--- config.mk ---
export PLATFORM = sky130hd
export DESIGN_NAME = vofl_top
export DESIGN_NICKNAME = d
export VERILOG_FILES = /design/src/vofl_pkg.sv /design/src/vofl_sync.sv /design/src/vofl_top.sv
export SDC_FILE = /design/constraint.sdc
export NUM_CORES = 2
export LEC_CHECK = 0
export ABC_AREA = 1
export BUFFER_PORTS_ARGS = -buffer_cell sky130_fd_sc_hd__clkbuf_2
export CAP_MARGIN = 20
export CORE_MARGIN = 3
export CORE_UTILIZATION = 30
export CTS_BUF_LIST = sky130_fd_sc_hd__clkbuf_16
export DETAILED_ROUTE_END_ITERATION = 16
export PLACE_DENSITY = 0.43
export SYNTH_ARGS = -nofsm -noshare
export SYNTH_HDL_FRONTEND = slang
export SYNTH_SLANG_ARGS = --single-unit
--- constraint.sdc ---
create_clock -name i_mclk -period 4.96 [get_ports i_mclk]
set_clock_uncertainty 0.2 [all_clocks]
set_input_delay 0.248 -clock i_mclk [delete_from_list [all_inputs] [get_ports i_mclk]]
set_output_delay 0.248 -clock i_mclk [all_outputs]
set_load 0.02 [all_outputs]
--- src/vofl_pkg.sv ---
/*
 * Shared constants and types of the video output FIFO flag block: register map,
 * control layout, interrupt bits, timing figures and the port carriers.
 * Assumes a single 40 MHz system clock and a plain strobe register port.
 */
package vofl_pkg;

	// ***********************************************************************
	// Widths and depths
	// ***********************************************************************
	localparam int PIX_W = 20;
	localparam int FIFO_DEPTH = 32;
	localparam int PTR_W = 5;
	localparam int LVL_W = 6;
	localparam int MARGIN_W = 5;
	localparam int ADDR_W = 8;
	localparam int DATA_W = 32;
	localparam int GENLOCK_W = 24;
	localparam int GENLOCK_CNT_W = 5;
	localparam int NCO_W = 16;
	localparam logic [LVL_W-1:0] LVL_EMPTY = 6'h00;
	localparam logic [LVL_W-1:0] LVL_FULL = 6'h20;
	localparam logic [LVL_W-1:0] LVL_HALF = 6'h10;
	localparam logic [LVL_W-1:0] LVL_ONE = 6'h01;
	localparam logic [GENLOCK_CNT_W-1:0] GENLOCK_LAST = 5'h17;

	// ***********************************************************************
	// Timing
	// ***********************************************************************
	localparam int MCLK_FREQ_KHZ = 40000;
	localparam int LLC_FREQ_KHZ = 27000;
	localparam logic [NCO_W:0] NCO_MOD = 17'(MCLK_FREQ_KHZ);
	localparam logic [NCO_W:0] NCO_STEP = 17'(LLC_FREQ_KHZ);

	// ***********************************************************************
	// Input synchroniser lanes
	// ***********************************************************************
	localparam int SYNC_N = 3;
	localparam int SYNC_RDCLK = 0;
	localparam int SYNC_POWER = 1;
	localparam int SYNC_PIN = 2;
	localparam logic [SYNC_N-1:0] SYNC_RESET = 3'h2;

	// ***********************************************************************
	// Register map
	// ***********************************************************************
	localparam logic [ADDR_W-1:0] REG_CTRL = 8'h00;
	localparam logic [ADDR_W-1:0] REG_STATUS = 8'h04;
	localparam logic [ADDR_W-1:0] REG_INT_STAT = 8'h08;
	localparam logic [ADDR_W-1:0] REG_INT_MASK = 8'h0C;
	localparam int CTRL_W = 10;
	localparam int INT_W = 4;
	localparam int INT_OVERFLOW = 0;
	localparam int INT_UNDERFLOW = 1;
	localparam int INT_NEAR_FULL = 2;
	localparam int INT_NEAR_EMPTY = 3;
	localparam int STAT_W = 11;

	typedef enum logic [1:0] {
		VOFL_MODE_GENLOCK = 2'h0,
		VOFL_MODE_QUAL = 2'h1,
		VOFL_MODE_HALF = 2'h2,
		VOFL_MODE_RSVD = 2'h3
	} vofl_mode_t;

	typedef enum logic {
		VOFL_PWR_RUN = 1'h0,
		VOFL_PWR_DOWN = 1'h1
	} vofl_pwr_t;

	// Layout matches control register bits [9:0]
	typedef struct packed {
		logic fifo_clock_mode;
		logic qualifier_polarity_select;
		vofl_mode_t output_mode_select;
		logic flag_polarity_select;
		logic [MARGIN_W-1:0] fifo_margin_level;
	} vofl_ctrl_t;

	localparam vofl_ctrl_t CTRL_RESET = 10'h1A4;

	// ***********************************************************************
	// Carriers
	// ***********************************************************************
	typedef struct packed {
		logic wr;
		logic rd;
		logic [ADDR_W-1:0] addr;
		logic [DATA_W-1:0] wdata;
	} vofl_bus_req_t;

	typedef struct packed {
		logic push;
		logic [PIX_W-1:0] data;
	} vofl_pix_t;

	typedef struct packed {
		logic fifo_near_full_flag;
		logic fifo_near_empty_flag;
		logic multi_pin;
		logic multi_oe;
		logic half_rate_qualifier;
		logic half_line_locked_clock;
		logic line_locked_clock;
	} vofl_pins_t;

	localparam vofl_pins_t PINS_RESET = 7'h28;

endpackage : vofl_pkg

--- src/vofl_sync.sv ---
/*
 * Three-stage synchroniser for the pins that arrive from outside the clock domain.
 * Assumes nothing of the source; the output changes once stages two and three agree.
 */
module vofl_sync (
	// Clock and reset
	input wire logic i_mclk,
	input wire logic i_srst,
	// Raw pins and filtered levels
	input wire logic [vofl_pkg::SYNC_N-1:0] i_raw,
	output logic [vofl_pkg::SYNC_N-1:0] o_level
);
	import vofl_pkg::*;

	typedef struct packed {
		logic s1;
		logic s2;
		logic s3;
		logic level;
	} vofl_sync_t;

	// ***********************************************************************
	// One lane per pin
	// ***********************************************************************
	genvar g;
	generate
		for (g = 0; g < SYNC_N; g++) begin : g_lane
			vofl_sync_t st;
			vofl_sync_t next_st;

			always_comb begin
				next_st = st;
				next_st.s1 = i_raw[g];
				next_st.s2 = st.s1;
				next_st.s3 = st.s2;
				// Stage one feeds stage two only, so metastability stays contained
				if (st.s2 == st.s3) begin
					next_st.level = st.s2;
				end
			end

			always_ff @(posedge i_mclk) begin
				if (i_srst) begin
					st <= {4{SYNC_RESET[g]}};
				end else begin
					st <= next_st;
				end
			end

			assign o_level[g] = st.level;
		end
	endgenerate

endmodule : vofl_sync

--- src/vofl_top.sv ---
/*
 * Video output FIFO with near-full, near-empty and half-level flags, the shared
 * multifunction pin, line-locked clock outputs and power-down control.
 * Assumes the read clock and power-down pin are asynchronous and that pixel pushes
 * and register strobes come from logic on i_mclk.
 */
// Design decisions made here: the placing of the registers and the plain strobed port.
module vofl_top (
	// Clock and reset
	input wire logic i_mclk,
	input wire logic i_srst,
	// Register port
	input wire vofl_pkg::vofl_bus_req_t i_bus,
	output logic [vofl_pkg::DATA_W-1:0] o_rdata,
	output logic o_irq,
	// Pixel source
	input wire vofl_pkg::vofl_pix_t i_pix,
	input wire logic [vofl_pkg::GENLOCK_W-1:0] i_genlock_word,
	// External pins
	input wire logic i_fifo_read_clock,
	input wire logic i_power_down_n,
	input wire logic i_multi_pin,
	output logic [vofl_pkg::PIX_W-1:0] o_pixel_output_bus,
	output vofl_pkg::vofl_pins_t o_pins
);
	import vofl_pkg::*;

	typedef struct packed {
		logic [FIFO_DEPTH-1:0][PIX_W-1:0] mem;
		logic [PTR_W-1:0] wr_ptr;
		logic [PTR_W-1:0] rd_ptr;
		logic [LVL_W-1:0] level;
		vofl_ctrl_t ctrl;
		logic [INT_W-1:0] int_stat;
		logic [INT_W-1:0] int_mask;
		logic [DATA_W-1:0] rdata;
		logic irq;
		logic rd_clk_prev;
		logic nf;
		logic ne;
		logic hf;
		logic [NCO_W-1:0] nco;
		logic [GENLOCK_W-1:0] genlock_shift;
		logic [GENLOCK_CNT_W-1:0] genlock_cnt;
		vofl_pwr_t pwr;
		vofl_pins_t pins;
		logic [PIX_W-1:0] pix_out;
	} vofl_state_t;

	vofl_state_t st;
	vofl_state_t next_st;
	logic [SYNC_N-1:0] sync_lvl;
	logic rd_rise;
	logic pop;
	logic push;
	logic tick;
	logic down;
	logic [NCO_W:0] nco_sum;
	logic [LVL_W-1:0] nf_level;
	logic [INT_W-1:0] events;
	logic [STAT_W-1:0] status;

	// ***********************************************************************
	// Pin synchronisers
	// ***********************************************************************
	vofl_sync u_sync (
		.i_mclk(i_mclk),
		.i_srst(i_srst),
		.i_raw({i_multi_pin, i_power_down_n, i_fifo_read_clock}),
		.o_level(sync_lvl)
	);

	// ***********************************************************************
	// Next state
	// ***********************************************************************
	always_comb begin
		next_st = st;
		down = ~sync_lvl[SYNC_POWER];
		rd_rise = sync_lvl[SYNC_RDCLK] & ~st.rd_clk_prev;
		next_st.rd_clk_prev = sync_lvl[SYNC_RDCLK];
		// Reads that find the FIFO empty are counted as underflow, not served
		pop = rd_rise & (st.level != LVL_EMPTY) & ~down;
		push = i_pix.push & (st.level != LVL_FULL) & ~down;
		events = '0;
		events[INT_OVERFLOW] = i_pix.push & (st.level == LVL_FULL) & ~down;
		events[INT_UNDERFLOW] = rd_rise & (st.level == LVL_EMPTY) & ~down;

		// FIFO storage and read side
		if (push) begin
			next_st.mem[st.wr_ptr] = i_pix.data;
			next_st.wr_ptr = PTR_W'(st.wr_ptr + 1'b1);
		end
		if (pop) begin
			next_st.pix_out = st.mem[st.rd_ptr];
			next_st.rd_ptr = PTR_W'(st.rd_ptr + 1'b1);
		end
		if (push && !pop) begin
			next_st.level = LVL_W'(st.level + LVL_ONE);
		end else if (pop && !push) begin
			next_st.level = LVL_W'(st.level - LVL_ONE);
		end

		// Flags are re-evaluated only on a read clock edge; power-down forces them to their empty values
		nf_level = LVL_W'(LVL_FULL - {1'b0, st.ctrl.fifo_margin_level});
		if (rd_rise) begin
			next_st.nf = next_st.level >= nf_level;
			next_st.ne = next_st.level <= {1'b0, st.ctrl.fifo_margin_level};
			next_st.hf = next_st.level >= LVL_HALF;
		end
		events[INT_NEAR_FULL] = next_st.nf & ~st.nf;
		events[INT_NEAR_EMPTY] = next_st.ne & ~st.ne;

		// Phase accumulator: 27 ticks every 40 system clocks on average
		nco_sum = {1'b0, st.nco} + NCO_STEP;
		tick = nco_sum >= NCO_MOD;
		next_st.nco = tick ? NCO_W'(nco_sum - NCO_MOD) : NCO_W'(nco_sum);

		// Genlock word is reloaded after its last bit has shifted out
		if (st.genlock_cnt == '0) begin
			next_st.genlock_shift = i_genlock_word;
			next_st.genlock_cnt = GENLOCK_LAST;
		end else begin
			next_st.genlock_shift = {st.genlock_shift[GENLOCK_W-2:0], 1'b0};
			next_st.genlock_cnt = GENLOCK_CNT_W'(st.genlock_cnt - 1'b1);
		end

		// Register writes; hardware events win over a write-one clear
		if (i_bus.wr) begin
			unique case (i_bus.addr)
				REG_CTRL: next_st.ctrl = vofl_ctrl_t'(i_bus.wdata[CTRL_W-1:0]);
				REG_INT_MASK: next_st.int_mask = i_bus.wdata[INT_W-1:0];
				REG_INT_STAT: next_st.int_stat = st.int_stat & ~i_bus.wdata[INT_W-1:0];
				default: ;
			endcase
		end
		next_st.int_stat = next_st.int_stat | events;
		next_st.irq = |(next_st.int_stat & next_st.int_mask);

		// Power state and pins
		next_st.pwr = down ? VOFL_PWR_DOWN : VOFL_PWR_RUN;
		if (down) begin
			// Contents are dropped: the decoder restarts its stream after wake-up
			next_st.wr_ptr = '0;
			next_st.rd_ptr = '0;
			next_st.level = LVL_EMPTY;
			next_st.nf = 1'b0;
			next_st.ne = 1'b1;
			next_st.hf = 1'b0;
			next_st.pins = '0;
		end else begin
			next_st.pins.fifo_near_full_flag = next_st.nf ^ ~next_st.ctrl.flag_polarity_select;
			next_st.pins.fifo_near_empty_flag = next_st.ne ^ ~next_st.ctrl.flag_polarity_select;
			next_st.pins.half_line_locked_clock = st.pins.half_line_locked_clock ^ tick;
			next_st.pins.half_rate_qualifier =
				next_st.pins.half_line_locked_clock ^ ~next_st.ctrl.qualifier_polarity_select;
			// Limitation: a 40 MHz register cannot toggle at 27 MHz, so the
			// line-locked mode sends the tick train and FIFO mode runs at 20 MHz
			if (next_st.ctrl.fifo_clock_mode) begin
				next_st.pins.line_locked_clock = ~st.pins.line_locked_clock;
			end else begin
				next_st.pins.line_locked_clock = tick;
			end
			next_st.pins.multi_oe = 1'b1;
			unique case (next_st.ctrl.output_mode_select)
				VOFL_MODE_HALF: next_st.pins.multi_pin = next_st.hf ^ ~next_st.ctrl.flag_polarity_select;
				VOFL_MODE_QUAL: next_st.pins.multi_pin = pop;
				VOFL_MODE_GENLOCK: next_st.pins.multi_pin = next_st.genlock_shift[GENLOCK_W-1];
				VOFL_MODE_RSVD: begin
					next_st.pins.multi_pin = 1'b0;
					next_st.pins.multi_oe = 1'b0;
				end
			endcase
		end

		// Read data valid only in the cycle after the read strobe
		status = {sync_lvl[SYNC_PIN], st.pwr == VOFL_PWR_DOWN, st.hf, st.ne, st.nf, st.level};
		next_st.rdata = '0;
		if (i_bus.rd) begin
			unique case (i_bus.addr)
				REG_CTRL: next_st.rdata = DATA_W'(st.ctrl);
				REG_STATUS: next_st.rdata = DATA_W'(status);
				REG_INT_STAT: next_st.rdata = DATA_W'(st.int_stat);
				REG_INT_MASK: next_st.rdata = DATA_W'(st.int_mask);
				default: next_st.rdata = '0;
			endcase
		end
	end

	// ***********************************************************************
	// State register
	// ***********************************************************************
	always_ff @(posedge i_mclk) begin
		if (i_srst) begin
			st <= '0;
			st.ctrl <= CTRL_RESET;
			st.ne <= 1'b1;
			st.pins <= PINS_RESET;
		end else begin
			st <= next_st;
		end
	end

	assign o_rdata = st.rdata;
	assign o_irq = st.irq;
	assign o_pixel_output_bus = st.pix_out;
	assign o_pins = st.pins;
endmodule : vofl_top

==> flow_metrics.tcl <==
set metrics [dict create \
    mostFrequentLayoutCell "a21oi_1" \
    setup_tns_ns 0 \
    slew_headroom_pct 22.29 \
    crit_type "input port to flip-flop" \
    ys_seq_area_share_pct 44.48 \
    ff2ff_path_depth 22 \
    rsz0062_at_grt "false" \
    drt_iter0_drc 2330 \
    final_cell_mix "905 x a21oi_1, 810 x o21ai_0, 768 x dfxtp_1" \
    track_usage_pct 20.53 \
    power_density_nw_per_um2 367.0 \
    end_kind "flip-flop" \
    ys_ff_latch 771 \
    coreArea_um2 114500 \
    synth_cells 4893 \
    crit_path_max_fanout 15 \
    via_per_inst 4.990 \
    syn_area_per_cell_um2 7.092 \
    worst_pin_slew_ns 1.166 \
    area_delta_synth_final_pct 13.02 \
    first_global_vias 29049 \
    wl_per_cell_um 20.08 \
    portBuffers 108 \
    holdPathStages 4 \
    syn_area_um2 34700 \
    crit_start "i_bus[36]" \
    dieArea_um2 119800 \
    max_freq_mhz 224.2 \
    ant_nets 0 \
    routabilityCongestion 0.8231 \
    initial_utilization_pct 30.31 \
    max_cap_viol_count 0 \
    startpoint_type "input port" \
    fin_nets 4878 \
    ir_drop_mv 0.2264 \
    grt_pass1_wl_mm 190.1 \
    clk_latency_ns 0.67 \
    dr_total_vias 31614 \
    overflow 0 \
    numCtsBuffers 92 \
    hp-start "i_pix[8]" \
    regToRegStartpoint "st[128]" \
    min_to "st[312]" \
    final_hold_viol_count 0 \
    die_w_um 346.1 \
    status "finished, final reports clean" \
    grt_max_degree 179 \
    r2r_end "o_pins[5]" \
    p_leak_nw 13.42 \
    fp-row-count 124 \
    antenna_found_initial 5 \
    cts.root.buffer_cell "clkbuf_16" \
    r2r_slack_ns 0.84 \
    cts.sinks 771 \
    drc_errors 0 \
    firstDrtPassIters 6 \
    cts_setup_buffers 0 \
    ctsResizeCount 0 \
    dp_hpwl_mm 73.71 \
    period_minus_slack_ns 4.461 \
    cts_tree "built" \
    clkTransAtPathRegs_ns 0.06 \
    htreeDepth 3 \
    yosysWarnings 0 \
    synth_cell_types 44 \
    arrival_ns 4.82 \
    period_share_pct 89.94 \
    finalSetupViolCount 0 \
    clock_tree.buffer_depth 3 \
    drt_wl_total_mm 127.2 \
    ctsHoldBuffers 57 \
    boundaryPins 152 \
    die_height_um 346.1 \
    holdWs_ns 0.05910 \
    slew_viol_final 0 \
    required_ns 5.32 \
    hold_class "input port to flip-flop" \
    drive_gt1_share_pct 7.386 \
]
## per-stage QoR
stage                     setup slack (ns)  total power, mW  area (µm²)  utilization (%)  instances
after detailed placement            0.8530            8.297       35900            31.35       6123
after floorplan                      1.955            7.799       34780                -       4913
after global routing                0.2359            15.05       39210            34.24       6332
after CTS                           0.6120            14.60       39150            34.19       6329
after global placement              0.8212            8.292       35900            31.35       6123
final                               0.4988            14.39       39220            34.25       6335
## routing by layer
layer  vias up  GRT usage (%)  share of wire [%]  wire [µm]
met4         0          6.768                2.9       3683
met5         -              0                  0          0
met1     14724          28.03                 47      59190
met2       772          33.10                 45      57690
li1      15962              -                  -          -
met3       156          3.242                5.2       6638
## cell usage after synthesis, drive strengths merged
| library cell | count | share of area [%] |
|---|---|---|
| a21oi | 908 | 13 |
| o21ai | 816 | 12 |
| dfxtp | 771 | 44 |
| nand2 | 577 | 6.3 |
| inv | 548 | 5.9 |
| nand3 | 350 | 5.1 |
| clkbuf | 348 | 3.8 |
| nor2 | 203 | 2.3 |
| buf | 149 | 2.5 |
| nand4 | 59 | 1.1 |
| o22ai | 50 | 0.90 |
| o211ai | 42 | 0.91 |
| ha | 21 | 0.76 |
| xor2 | 12 | 0.32 |
| or2 | 9 | 0.17 |
| nor3 | 7 | 0.12 |
| o311ai | 6 | 0.15 |
| clkinv | 3 | 0.032 |
| nor3b | 3 | 0.065 |
| nor4 | 3 | 0.097 |
| a22o | 2 | 0.050 |
| a211oi | 1 | 0.022 |
| a21o | 1 | 0.022 |
| conb | 1 | 0.011 |
| o21a | 1 | 0.022 |
| o21bai | 1 | 0.022 |
| xnor2 | 1 | 0.025 |
## state kept, by name, indices dropped and copies added (netlist names)
name                   flops
o_irq                      1
o_pins                     7
o_pixel_output_bus        20
o_rdata                   11
st                       720
u_sync.g_lane.next_st      6
u_sync.g_lane.st           3
u_sync.o_level             3
## cell type report
cell class,count,area (µm²)
well taps,1512,1892
repair buffers,255,1957
diodes,3,7.507
multi-input cells,3094,15150
clock buffers,95,2377
flip-flops and latches,771,15440
inverters,551,2081
clock inverters,54,306.5
fillers,12344,75280
## critical path, cell delays in order
cell and delay (ns):
dlygate4sd3_1 0.53, clkbuf_2 0.10, nor2_1 0.09, dlygate4sd3_1 0.57, nand2_1 0.15, nor4_4 0.18
nand2_1 0.39, o21ai_0 0.54, nand3_1 0.13, dlygate4sd3_1 0.59, o211ai_1 0.08, dlygate4sd3_1 0.57
a21oi_1 0.06, dlygate4sd3_1 0.58
## power by group
group          internal, mW  switching, mW
Sequential             6.38          0.105
Clock                  3.52           2.69
Combinational         0.496           1.20
## logic make-up after synthesis
group                      count (synthesis)  synth area share, %
xor gates and xnor gates                  13               0.3498
and+or+nand+nor                         1211                15.23
DFF                                      771                44.48
other                                      1              0.01081
AOI/OAI and AO/OA                       1828                27.00
buffers and inverters                   1048                12.18
adders and majority gates                 21               0.7572
## worst max-delay path by stage
| stage | slack [ns] | end | depth (start not counted) |
|---|---|---|---|
| final | 0.50 | o_pins[4] | 14 |
| after global routing | 0.24 | o_pins[4] | 14 |
| after CTS | 0.61 | o_pins[4] | 14 |
| after detailed placement | 0.85 | o_pins[5] | 22 |
| after global placement | 0.82 | o_pins[5] | 22 |
| after floorplan | 1.96 | o_pins[5] | 22 |
Note: power is estimated with default switching activity, not from simulation.
